[src/hdl/eil_pkg.sv]
// Purpose: shared constants for the external interrupt input logic
// Assumes: fc equals hclk (100 MHz), so one fc period is one clock cycle
// Notes:   register indices are word indices; byte address = 4 * index
package eil_pkg;
    // ------------------------------------------------------------------
    // timing, in periods of fc
    // ------------------------------------------------------------------
    localparam int CLK_PER_FC = 1;
    localparam int FC_REJECT_AE = 2;
    localparam int FC_ACCEPT_AE = 7;
    localparam int FC_REJECT_BD = 7;
    localparam int FC_ACCEPT_BD = 25;
    localparam int FC_LATCH_MAX_BD = 31;
    // threshold sits midway between the reject and accept figures
    localparam int FILT_AE = (FC_REJECT_AE + FC_ACCEPT_AE) / 2 * CLK_PER_FC;
    localparam int FILT_BD = (FC_REJECT_BD + FC_ACCEPT_BD) / 2 * CLK_PER_FC;
    localparam int FILT_W = 5;
    // ------------------------------------------------------------------
    // sources
    // ------------------------------------------------------------------
    localparam int NUM_SRC = 5;
    localparam int SRC_A = 0;
    localparam int SRC_B = 1;
    localparam int SRC_C = 2;
    localparam int SRC_D = 3;
    localparam int SRC_E = 4;
    // ------------------------------------------------------------------
    // register indices and fields
    // ------------------------------------------------------------------
    localparam logic [7:0] IDX_CTRL = 8'h37;
    localparam logic [7:0] IDX_LATCH = 8'h38;
    localparam logic [7:0] IDX_ENABLE = 8'h39;
    localparam logic [7:0] IDX_MASTER = 8'h3A;
    localparam logic [7:0] IDX_PINS = 8'h3B;
    localparam logic [7:0] IDX_PORT5 = 8'h3C;
    localparam int CTRL_FIRST_SEL = 6;
    localparam int CTRL_FOURTH_ES = 4;
    localparam int CTRL_SECOND_ES = 2;
    localparam logic [7:0] CTRL_RESET = 8'h00;
    localparam int PORT5_DATA = 0;
    localparam int PORT5_DIR = 1;
    localparam int PINS_FILT_LSB = 8;
    localparam logic [31:0] RDATA_ZERO = 32'h0000_0000;
    // ------------------------------------------------------------------
    // types
    // ------------------------------------------------------------------
    typedef enum logic [1:0] {
        EDGE_RISE = 2'b00,
        EDGE_FALL = 2'b01,
        EDGE_BOTH = 2'b10
    } eil_edge_t;
    typedef enum logic [1:0] {
        PH_IDLE = 2'b00,
        PH_WRITE = 2'b01,
        PH_READ = 2'b10
    } eil_phase_t;
endpackage : eil_pkg

[src/hdl/eil_noise_filter.sv]
// Purpose: digital noise rejection for one interrupt pin
// Assumes: pin_in is synchronous to hclk
// Notes:   output follows the pin once it has held a new level FILT_CYC cycles
`timescale 1ns/1ps
module eil_noise_filter import eil_pkg::*; #(
    parameter int FILT_CYC = FILT_AE,
    parameter logic RESET_LEVEL = 1'b1
) (
    // clock and reset
    input wire logic hclk,
    input wire logic hresetn,
    // pin and result
    input wire logic pin_in,
    output logic level_out
);
    logic [FILT_W-1:0] cnt_ff;
    logic level_ff;

    always_ff @(posedge hclk or negedge hresetn) begin
        if (!hresetn) begin
            cnt_ff <= '0;
            level_ff <= RESET_LEVEL;
        end else if (pin_in == level_ff) begin
            cnt_ff <= '0;
        end else if (cnt_ff == FILT_W'(FILT_CYC - 1)) begin
            cnt_ff <= '0;
            level_ff <= pin_in;
        end else begin
            cnt_ff <= cnt_ff + 1'b1;
        end
    end

    assign level_out = level_ff;
endmodule : eil_noise_filter

[src/hdl/eil_edge_detect.sv]
// Purpose: selectable edge detection on a conditioned level
// Assumes: level changes at most once per cycle
// Notes:   suppress hides an edge seen while the selection is switching
`timescale 1ns/1ps
module eil_edge_detect import eil_pkg::*; #(
    parameter logic RESET_LEVEL = 1'b1
) (
    // clock and reset
    input wire logic hclk,
    input wire logic hresetn,
    // control
    input wire eil_edge_t edge_sel,
    input wire logic suppress,
    // level and result
    input wire logic level,
    output logic hit
);
    logic prev_ff;
    logic rise;
    logic fall;

    always_ff @(posedge hclk or negedge hresetn) begin
        if (!hresetn) begin
            prev_ff <= RESET_LEVEL;
        end else begin
            prev_ff <= level;
        end
    end

    assign rise = level & ~prev_ff;
    assign fall = ~level & prev_ff;

    always_comb begin
        case (edge_sel)
            EDGE_RISE: hit = rise;
            EDGE_FALL: hit = fall;
            EDGE_BOTH: hit = rise | fall;
            default: hit = 1'b0;
        endcase
        if (suppress) begin
            hit = 1'b0;
        end
    end
endmodule : eil_edge_detect

[src/hdl/eil_ext_irq_ctrl.sv]
// Purpose: external interrupt input conditioning with an AHB-Lite register slave
// Assumes: pins synchronous to hclk; fc equals hclk; single word transfers
// Notes:   zero wait states; control register reads back as zero
//
// Function
// RULE_01: five external inputs; filtered ones drop pulses shorter than a set time.
// RULE_02: second, third, fourth have selectable edge; first and fifth falling only.
// RULE_03: reset leaves the shared first pin working as a port input.
// RULE_04: first-input latch never sets while its pin-function bit is zero.
// RULE_05: first request needs master enable, pin-function bit and its enable.
// RULE_06: first and fifth filters drop pulses under 2/fc, keep 7/fc or more.
// RULE_07: second and fourth filters drop pulses under 7/fc, keep 25/fc or more.
// RULE_08: clean edge on second or fourth sets its latch within 31/fc.
// RULE_09: the second input's filter also feeds the shared timer count input.
// RULE_10: driving a shared pin as output may raise false requests; software masks them.
// RULE_11: control register holds edge selects and first pin-function select.
// RULE_12: third input's edge setting comes from the remote-control preprocessor.
// RULE_13: control register at 37h, write-only, reset pattern 00*0 *00*.
// RULE_14: an edge seen while edge selection switches is discarded.
// RULE_15: software rewrites control only with master off, then clears latches.
// RULE_16: edge select bit 0 means rising, 1 means falling.
// RULE_17: software waits 8 machine cycles after an edge change before clearing.
//
// Local design decision: the AHB-Lite interface to the registers.
`timescale 1ns/1ps
module eil_ext_irq_ctrl import eil_pkg::*; (
    // clock and reset
    input wire logic hclk,
    input wire logic hresetn,
    // ahb-lite slave
    input wire logic hsel,
    input wire logic [31:0] haddr,
    input wire logic [1:0] htrans,
    input wire logic hwrite,
    input wire logic [2:0] hsize,
    input wire logic [31:0] hwdata,
    input wire logic hready,
    output logic [31:0] hrdata,
    output logic hreadyout,
    output logic hresp,
    // interrupt pins
    input wire logic ext_irq_a,
    input wire logic ext_irq_b,
    input wire logic ext_irq_c,
    input wire logic ext_irq_d,
    input wire logic ext_irq_e,
    // remote-control preprocessor settings for the third input
    input wire logic [1:0] rc_edge_sel,
    // cpu acceptance clears the accepted latch
    input wire logic [NUM_SRC-1:0] irq_ack,
    // requests to the cpu
    output logic [NUM_SRC-1:0] irq_request,
    // shared pin as port bit
    output logic port5_bit0_out,
    output logic port5_bit0_oe,
    // filtered timer input
    output logic timer1_count_input
);
    // ------------------------------------------------------------------
    // state
    // ------------------------------------------------------------------
    eil_phase_t phase_ff;
    logic [7:0] idx_ff;
    logic [31:0] hrdata_ff;
    logic hreadyout_ff;
    logic hresp_ff;
    logic [7:0] ctrl_ff;
    logic [NUM_SRC-1:0] latch_ff;
    logic [NUM_SRC-1:0] enable_ff;
    logic master_ff;
    logic [1:0] port5_ff;
    logic [NUM_SRC-1:0] irq_request_ff;
    logic timer1_ff;
    eil_edge_t sel_prev_ff [NUM_SRC];

    logic [NUM_SRC-1:0] pin_vec;
    logic [NUM_SRC-1:0] lvl;
    logic [NUM_SRC-1:0] hit;
    logic [NUM_SRC-1:0] suppress;
    logic [NUM_SRC-1:0] gate;
    eil_edge_t sel_w [NUM_SRC];
    logic [NUM_SRC-1:0] nxt_latch;
    logic [NUM_SRC-1:0] latch_clr;
    logic [NUM_SRC-1:0] nxt_irq_request;
    logic addr_ok;
    logic wr_data_phase;
    logic first_sel;
    logic [31:0] rd_mux;

    assign pin_vec = {ext_irq_e, ext_irq_d, ext_irq_c, ext_irq_b, ext_irq_a};
    assign first_sel = ctrl_ff[CTRL_FIRST_SEL];

    // ------------------------------------------------------------------
    // ahb-lite slave
    // ------------------------------------------------------------------
    assign addr_ok = hsel & htrans[1] & hready;
    assign wr_data_phase = (phase_ff == PH_WRITE);

    always_ff @(posedge hclk or negedge hresetn) begin
        if (!hresetn) begin
            phase_ff <= PH_IDLE;
            idx_ff <= '0;
        end else if (addr_ok) begin
            phase_ff <= hwrite ? PH_WRITE : PH_READ;
            idx_ff <= haddr[9:2];
        end else begin
            phase_ff <= PH_IDLE;
        end
    end

    // control register reads as zero: it is write-only [RULE_13]
    always_comb begin
        case (haddr[9:2])
            IDX_LATCH: rd_mux = {27'h000_0000, latch_ff};
            IDX_ENABLE: rd_mux = {27'h000_0000, enable_ff};
            IDX_MASTER: rd_mux = {31'h0000_0000, master_ff};
            IDX_PINS: rd_mux = {19'h0_0000, lvl, 3'h0, pin_vec};
            IDX_PORT5: rd_mux = {30'h0000_0000, port5_ff};
            default: rd_mux = RDATA_ZERO;
        endcase
    end

    // read data is registered so it stands for the whole data phase
    always_ff @(posedge hclk or negedge hresetn) begin
        if (!hresetn) begin
            hrdata_ff <= RDATA_ZERO;
        end else if (addr_ok && !hwrite) begin
            hrdata_ff <= rd_mux;
        end
    end

    // no wait states and never an error response
    always_ff @(posedge hclk or negedge hresetn) begin
        if (!hresetn) begin
            hreadyout_ff <= 1'b0;
            hresp_ff <= 1'b0;
        end else begin
            hreadyout_ff <= 1'b1;
            hresp_ff <= 1'b0;
        end
    end

    // ------------------------------------------------------------------
    // software registers
    // ------------------------------------------------------------------
    // resets with every defined bit zero, pin back to port use [RULE_13] [RULE_03]
    always_ff @(posedge hclk or negedge hresetn) begin
        if (!hresetn) begin
            ctrl_ff <= CTRL_RESET;
        end else if (wr_data_phase && idx_ff == IDX_CTRL) begin
            ctrl_ff <= hwdata[7:0]; // [RULE_11]
        end
    end

    always_ff @(posedge hclk or negedge hresetn) begin
        if (!hresetn) begin
            enable_ff <= '0;
        end else if (wr_data_phase && idx_ff == IDX_ENABLE) begin
            enable_ff <= hwdata[NUM_SRC-1:0];
        end
    end

    always_ff @(posedge hclk or negedge hresetn) begin
        if (!hresetn) begin
            master_ff <= 1'b0;
        end else if (wr_data_phase && idx_ff == IDX_MASTER) begin
            master_ff <= hwdata[0];
        end
    end

    always_ff @(posedge hclk or negedge hresetn) begin
        if (!hresetn) begin
            port5_ff <= '0;
        end else if (wr_data_phase && idx_ff == IDX_PORT5) begin
            port5_ff <= hwdata[1:0];
        end
    end

    // ------------------------------------------------------------------
    // edge selection
    // ------------------------------------------------------------------
    always_comb begin
        sel_w[SRC_A] = EDGE_FALL; // [RULE_02]
        sel_w[SRC_E] = EDGE_FALL; // [RULE_02]
        sel_w[SRC_B] = ctrl_ff[CTRL_SECOND_ES] ? EDGE_FALL : EDGE_RISE; // [RULE_16]
        sel_w[SRC_D] = ctrl_ff[CTRL_FOURTH_ES] ? EDGE_FALL : EDGE_RISE; // [RULE_16]
        sel_w[SRC_C] = eil_edge_t'(rc_edge_sel); // [RULE_12]
    end

    // ------------------------------------------------------------------
    // per-source conditioning
    // ------------------------------------------------------------------
    for (genvar i = 0; i < NUM_SRC; i++) begin : g_src
        if (i == SRC_C) begin : g_pre
            // already conditioned by the preprocessor [RULE_12]
            assign lvl[i] = pin_vec[i];
        end else begin : g_filt
            eil_noise_filter #(
                .FILT_CYC((i == SRC_A || i == SRC_E) ? FILT_AE : FILT_BD), // [RULE_06] [RULE_07]
                .RESET_LEVEL(1'b1)
            ) u_filt (
                .hclk(hclk),
                .hresetn(hresetn),
                .pin_in(pin_vec[i]), // [RULE_01]
                .level_out(lvl[i])
            );
        end

        always_ff @(posedge hclk or negedge hresetn) begin
            if (!hresetn) begin
                sel_prev_ff[i] <= EDGE_RISE;
            end else begin
                sel_prev_ff[i] <= sel_w[i];
            end
        end

        // a selection that changed this cycle hides any edge [RULE_14]
        assign suppress[i] = (sel_w[i] != sel_prev_ff[i]);

        eil_edge_detect #(
            .RESET_LEVEL(1'b1)
        ) u_edge (
            .hclk(hclk),
            .hresetn(hresetn),
            .edge_sel(sel_w[i]),
            .suppress(suppress[i]),
            .level(lvl[i]),
            .hit(hit[i])
        );
    end

    // ------------------------------------------------------------------
    // interrupt latches
    // ------------------------------------------------------------------
    // first latch blocked while its pin serves the port [RULE_04]
    always_comb begin
        gate = '1;
        gate[SRC_A] = first_sel;
    end

    // a plain load of zero clears; a one leaves the latch alone
    always_comb begin
        latch_clr = irq_ack;
        if (wr_data_phase && idx_ff == IDX_LATCH) begin
            latch_clr = latch_clr | ~hwdata[NUM_SRC-1:0];
        end
    end

    // a new edge wins over a clear in the same cycle [RULE_08]
    assign nxt_latch = (latch_ff & ~latch_clr) | (hit & gate);

    always_ff @(posedge hclk or negedge hresetn) begin
        if (!hresetn) begin
            latch_ff <= '0;
        end else begin
            latch_ff <= nxt_latch;
        end
    end

    // ------------------------------------------------------------------
    // requests and pin outputs
    // ------------------------------------------------------------------
    // software masks false requests from port output changes by enable [RULE_10]
    assign nxt_irq_request = {NUM_SRC{master_ff}} & enable_ff & latch_ff & gate; // [RULE_05]

    always_ff @(posedge hclk or negedge hresetn) begin
        if (!hresetn) begin
            irq_request_ff <= '0;
        end else begin
            irq_request_ff <= nxt_irq_request;
        end
    end

    // the timer sees the same cleaned level as the interrupt [RULE_09]
    always_ff @(posedge hclk or negedge hresetn) begin
        if (!hresetn) begin
            timer1_ff <= 1'b1;
        end else begin
            timer1_ff <= lvl[SRC_B];
        end
    end

    // ------------------------------------------------------------------
    // shared port pin
    // ------------------------------------------------------------------
    logic port5_out_ff;
    logic port5_oe_ff;

    // interrupt use forces the pin to input [RULE_03]
    always_ff @(posedge hclk or negedge hresetn) begin
        if (!hresetn) begin
            port5_out_ff <= 1'b0;
            port5_oe_ff <= 1'b0;
        end else begin
            port5_out_ff <= port5_ff[PORT5_DATA];
            port5_oe_ff <= port5_ff[PORT5_DIR] & ~first_sel;
        end
    end

    assign hrdata = hrdata_ff;
    assign hreadyout = hreadyout_ff;
    assign hresp = hresp_ff;
    assign irq_request = irq_request_ff;
    assign timer1_count_input = timer1_ff;
    assign port5_bit0_out = port5_out_ff;
    assign port5_bit0_oe = port5_oe_ff;
endmodule : eil_ext_irq_ctrl

[config.mk]
export PLATFORM = sky130hd
export DESIGN_NAME = eil_ext_irq_ctrl
export DESIGN_NICKNAME = d
export VERILOG_FILES = /design/src/hdl/eil_pkg.sv /design/src/hdl/eil_noise_filter.sv /design/src/hdl/eil_edge_detect.sv /design/src/hdl/eil_ext_irq_ctrl.sv
export SDC_FILE = /design/constraint.sdc
export NUM_CORES = 1
export LEC_CHECK = 0
export BUFFER_PORTS_ARGS = -buffer_cell sky130_fd_sc_hd__buf_4
export CAP_MARGIN = 15
export CORE_MARGIN = 4
export CORE_UTILIZATION = 30
export CTS_CLUSTER_SIZE = 14
export DETAILED_ROUTE_END_ITERATION = 8
export PLACE_DENSITY = 0.56
export SLEW_MARGIN = 5
export SYNTH_ARGS = -nofsm -noshare
export SYNTH_HDL_FRONTEND = slang
export SYNTH_SLANG_ARGS = --single-unit
[constraint.sdc]
create_clock -name hclk -period 2.9 [get_ports hclk]
set_input_delay 0.58 -clock hclk [delete_from_list [all_inputs] [get_ports hclk]]
set_output_delay 0.58 -clock hclk [all_outputs]
set_load 0.05 [all_outputs]
# Word level (Yosys, flattened, before mapping)

Index checks and enable logic that the tools add are counted.

Input bits: 86
Register bits after elaboration: 103
Output and inout port bits: 42
Logic and storage cells: 132

Add/sub/neg operators: 4
Equal/unequal tests: 28
Bitwise gates (word level): 36
Reductions and logical operators: 14
Mux-type cells: 22

Operator list:

| cell                  | count |
|---|---|
| $eq A8 B6 Y1 const B  | 10 |
| $pmux W13 S5          | 1 |
| $mux W5               | 9 |
| $and A5 B5 Y5         | 5 |
| $add A5 B1 Y5 const B | 4 |
| $not A1 Y1            | 13 |
| $and A1 B1 Y1         | 11 |
| $eq A5 B2 Y1 const B  | 2 |
| $eq A5 B4 Y1 const B  | 2 |
| $not A5 Y5            | 2 |
| $or A5 B5 Y5          | 2 |
| $pmux W1 S3           | 3 |
| $reduce_and A2 Y1     | 4 |
| $mux W1               | 7 |
| $logic_and A1 B1 Y1   | 6 |
| $logic_not A2 Y1      | 3 |
| $eq A1 B1 Y1          | 4 |
| $eq A1 B2 Y1 const B  | 2 |
| $eq A2 B1 Y1 const B  | 2 |
| $mux W2               | 2 |
| $or A1 B1 Y1          | 3 |
| $eq A1 B1 Y1 const B  | 2 |
| $eq A2 B2 Y1 const B  | 1 |
| $ne A1 B1 Y1          | 2 |
| other kinds (2)       | 2 |

# Logic depth before layout (Yosys ltp)

Depth after elaboration: 7
Mapped depth: 5
Depth with buffers taken out: 5

# Hierarchy

A second synthesis with hierarchy kept.

Cells, all modules: 313
Area, all modules: 3,792.4 sq um

By module, submodules not included:

| module                                         | sequential area each (sq um) | area an instance (sq um) | times used | cells an instance |
|---|---|---|---|---|
| eil_ext_irq_ctrl                               | 1,227.4                      | 2,259.7                  | 1          | 187 |
| eil_noise_filter at g_src[0].g_filt.u_filt ... | 151.4                        | 287.8                    | 2          | 22 |
| eil_noise_filter at g_src[1].g_filt.u_filt ... | 151.4                        | 262.8                    | 2          | 21 |
| eil_edge_detect                                | 26.3                         | 86.3                     | 5          | 8 |

# Least setup slack after synthesis

No wires, ideal clock.

Path kind: input to register
Start point: input port haddr[9]
End point: register hrdata_ff[10], in the netlist hrdata[10]
Arrival time: 1,543 ps
Setup time: 67 ps
Stages on the path: 4
Buffers on the path: 0
Data required time: 2,833 ps
Slack: 1,290 ps
Cells stage by stage: or2_1 -> or3_4 -> nor3_4 -> a22o_1

Cells in the longest elaborated chain, start to end: 2
Elaborated cells between the ends (all ways): 6
Classes of those cells: eq/ne (5); mux (1)

RTL lines:

| element                | line                    | text |
|---|---|---|
| start: declaration     | eil_ext_irq_ctrl.sv:32  | `input wire logic [31:0] haddr,` |
| $eq A8 B6 Y1           | eil_ext_irq_ctrl.sv:113 | `case (haddr[9:2])` |
| $pmux W13 S5 *         | eil_ext_irq_ctrl.sv:113 |  |
| end signal: assignment | eil_ext_irq_ctrl.sv:128 | `hrdata_ff <= rd_mux;` |
| end: declaration       | eil_ext_irq_ctrl.sv:64  | `logic [31:0] hrdata_ff;` |

Mark *: on every way between the ends. The rest lies on a longest branch, timed or not.
A chain may end at the register's enable or synchronous reset.

# Final worst setup path

Start point: input port hwrite
End point: register hrdata_ff[8], in the netlist hrdata[8]

Cells in the longest elaborated chain, start to end: 2

RTL lines:

| element             | line                    | text |
|---|---|---|
| start: declaration  | eil_ext_irq_ctrl.sv:34  | `input wire logic hwrite,` |
| $logic_not A1 Y1    | eil_ext_irq_ctrl.sv:127 | `end else if (addr_ok && !hwrite) begin` |
| $logic_and A1 B1 Y1 | eil_ext_irq_ctrl.sv:127 |  |

Every way passes these cells.

==> impl_metrics.yaml <==
status:
  status: "finished, final reports clean"
yosys:
  synth_seq_cells: 77
  seq_area_frac_synth_pct: 57.0
  synth_largest_area_cell: "dfrtp_1"
  synthTopCellsByArea: "dfrtp_1 50%, mux2_2 7.3%, dfstp_2 7.0%"
  async_flop_share_pct: 100
  synth_top_area_share_pct: 50.0
  syn-mean-instance-area_um2: 12.1
  netlist_area_um2: 3400
  synth-edff-count: 0
  syn_inst: 282
  yosysUniqueCellTypes: 44
  ys_warn_count: 0
  synthFlopType: "dfrtp_1"
sta:
  max_freq_mhz: 575
  timing.final.ws_setup_ns: 1.16
  finClkSkew_ns: 0.00458
  period_share_pct: 59.9
  period_needed_ns: 1.74
  rsz0062_at_grt: "no"
  tns_ns: 0
  slew_violations: 0
  slew_headroom_pct: 36.3
  hold_viol_final: 0
  worst_slew_pin_slew_ns: 0.956
  setup_viol: 0
floorplanning:
  core_area_um2: 11000
  die-height_um: 114
  dieWidth_um: 114
  start_util_pct: 31.0
  core.rowCount: 38
  num_io_pins: 128
  dieArea_um2: 13100
place:
  placed_cells: 468
  hpwl_um: 5110
  port_buffers: 50
  placed_area_um2: 3850
  place_ws_ns: 0.776
  gp_congestion: 0.767
clock_tree:
  clk_pin_slew_worst_paths_ns: 0.06
  cts_htree_levels: 3
  clk_latency_ns: 0.33
  cts_buffer_depth: 2
  cts.sinks: 77
  cts_buffers: 9
  clock-root-buffer: "clkbuf_16"
  cts_tree: "done"
  cts_hold_buf: 0
  cts_resized: 0
  cts_setup_buffers: 0
global_routing:
  grt_start_max_net_pins: 78
  grt_pass1_vias: 2184
  grt_pass1_wl_um: 11700
  grt_use_total_pct: 11.8
  grt-ovfl-total: 0
  antenna_found_initial: 0
cells_and_area:
  antenna_cells: 0
  area.growth.synth_to_final_pct: 21.7
  nets: 431
  layout.cells.non_filler: 484
  post_route_cells_drive_above_1_share_pct: 31.1
  finalInstanceArea_um2: 4140
  final_util_pct: 37.7
drt:
  dr_total_vias: 2185
  routedWlPerCell_um: 14.8
  wl_um: 7160
  drt_iter0_drc: 91
  drt-pass1-iter-count: 4
  via_per_inst: 4.51
  drc: 0
  ant_nets: 0
power_and_ir_drop:
  powerDensity_nw_per_um2: 668
  power_leakage_nw: 2.02
  peakVddDrop_uv: 255
min_path:
  hold_depth: 1
  min_from: "rc_edge_sel[0]"
  hold_class: "in -> reg"
  holdPathEnd: "sel_prev_ff[4]$_DFF_PN0_"
setup_path:
  worst_ep_arrival_time_ns: 2.01
  setup.worst_path.end_class: "flip-flop"
  path_max_fanout: 13
  critical_path_class: "in -> reg"
  timing.rr.start: "phase_ff[1]$_DFF_PN0_"
  rr_worst_depth: 3
  startpoint_type: "input port"
  required_ns: 3.17
  r2r-end: "ctrl_ff[6]$_DFFE_PN0P_"
  ff2ff_setup_slack_ns: 1.24
flow_run:
  cap_violations: 0
## routing by layer
metal	global-route usage, %	part of all wire (%)	vias up
met5	0	0	-
met4	3.56	0.88	0
met3	4.39	7.5	7
met2	18.4	47	56
met1	15.5	45	1068
li1	-	-	1054
## worst max path at each step
stage                              to  cells past startpoint      from
6_report        hrdata[8]$_DFFE_PN0P_                      5    hwrite
5_1_grt         hrdata[8]$_DFFE_PN0P_                      5    hwrite
4_1_cts         hrdata[8]$_DFFE_PN0P_                      5    hwrite
3_5_place_dp    hrdata[8]$_DFFE_PN0P_                      5    hwrite
3_3_place_gp    hrdata[8]$_DFFE_PN0P_                      5    hwrite
2_1_floorplan  hrdata[10]$_DFFE_PN0P_                      4  haddr[9]
## synth_stat cells, types with 2 or more instances
master,n
xor2_1,10
a21oi_1,3
a31oi_1,3
or2_2,2
clkbuf_1,2
nor3_1,3
nor2_1,26
mux2i_1,6
buf_4,23
nor2b_1,5
mux2_2,22
xnor2_1,4
and2_1,2
conb_1,2
o21ai_0,12
nand2_1,9
and3_1,6
ha_1,6
dfrtp_1,68
nand3_1,12
dfstp_2,9
nand2b_1,3
nand4b_1,5
a22o_1,5
or4b_2,2
o31ai_1,2
nand3b_1,3
nor4b_1,2
inv_1,10
## state kept, by name (all words and copies together), names as in the netlist, 3 cells and up
name and count:
hrdata 10, ctrl_ff 3, irq_request 5, enable_ff 5, g_src.g_filt.u_filt.level_out 4, latch_ff 5, idx_ff 8, sel_prev_ff 5
g_src.u_edge.prev_ff 5, g_src.g_filt.u_filt.cnt_ff 20
## worst max-delay path: stages
cell and delay (ns):
buf_4 0.11, nand4b_4 0.30, or3_4 0.49, nor3_4 0.33, a22o_1 0.19
## logic make-up (layout without fill, tap and decap cells)
| logic type | count (synthesis) | count (layout) | share of synthesized area [%] |
|---|---|---|---|
| simple gates | 91 | 91 | 16.2 |
| flops | 77 | 77 | 57.0 |
| buf+inv | 36 | 76 | 6.55 |
| compound gates | 28 | 28 | 5.22 |
| mux | 28 | 28 | 9.05 |
| xor+xnor | 14 | 14 | 3.61 |
| fa+ha+maj | 6 | 6 | 2.21 |
| other cells | 2 | 24 | 0.221 |
## where the power goes
| group | internal (W) | switching [W] |
|---|---|---|
| Combinational | 0.000155 | 0.000222 |
| Clock | 0.000661 | 0.000436 |
| Sequential | 0.00120 | 0.0000890 |
## layout make-up
type | count | area [um^2]
fill | 1064 | 6840
sequential | 77 | 1940
multi-input combinational | 191 | 1320
timing repair buffer | 50 | 375
clock buffer | 9 | 225
tap | 140 | 175
clock inverter | 7 | 66.3
inverter | 10 | 37.5
## cell usage in the layout, fill, tap and decap left out, drive strengths merged, types with 2 or more instances in the layout
master / netlist / layout
nor4b: 3 / 3
nor3: 4 / 4
a22o: 5 / 5
inv: 10 / 10
and3: 6 / 6
dfrtp: 68 / 68
nand3: 12 / 12
o21ai: 12 / 12
clkinv: 0 / 5
mux2: 22 / 22
clkbuf: 2 / 9
or2: 3 / 3
ha: 6 / 6
nand2b: 3 / 3
nand2: 9 / 9
dfstp: 9 / 9
o31ai: 2 / 2
nand4b: 6 / 6
buf: 24 / 50
and2: 2 / 2
xnor2: 4 / 4
nor2b: 5 / 5
xor2: 10 / 10
a21oi: 3 / 3
a31oi: 3 / 3
or4b: 2 / 2
nand3b: 4 / 4
mux2i: 6 / 6
nor2: 26 / 26
conb: 2 / 24
## through the flow
stage / hold slack, ns / power (W)
3_5_place_dp: 0.386 / 0.00169
2_1_floorplan: 0.284 / 0.00159
4_1_cts: 0.370 / 0.00281
6_report: 0.379 / 0.00277
3_3_place_gp: 0.383 / 0.00168
5_1_grt: 0.369 / 0.00291
Note: power is estimated with default switching activity, not from simulation.
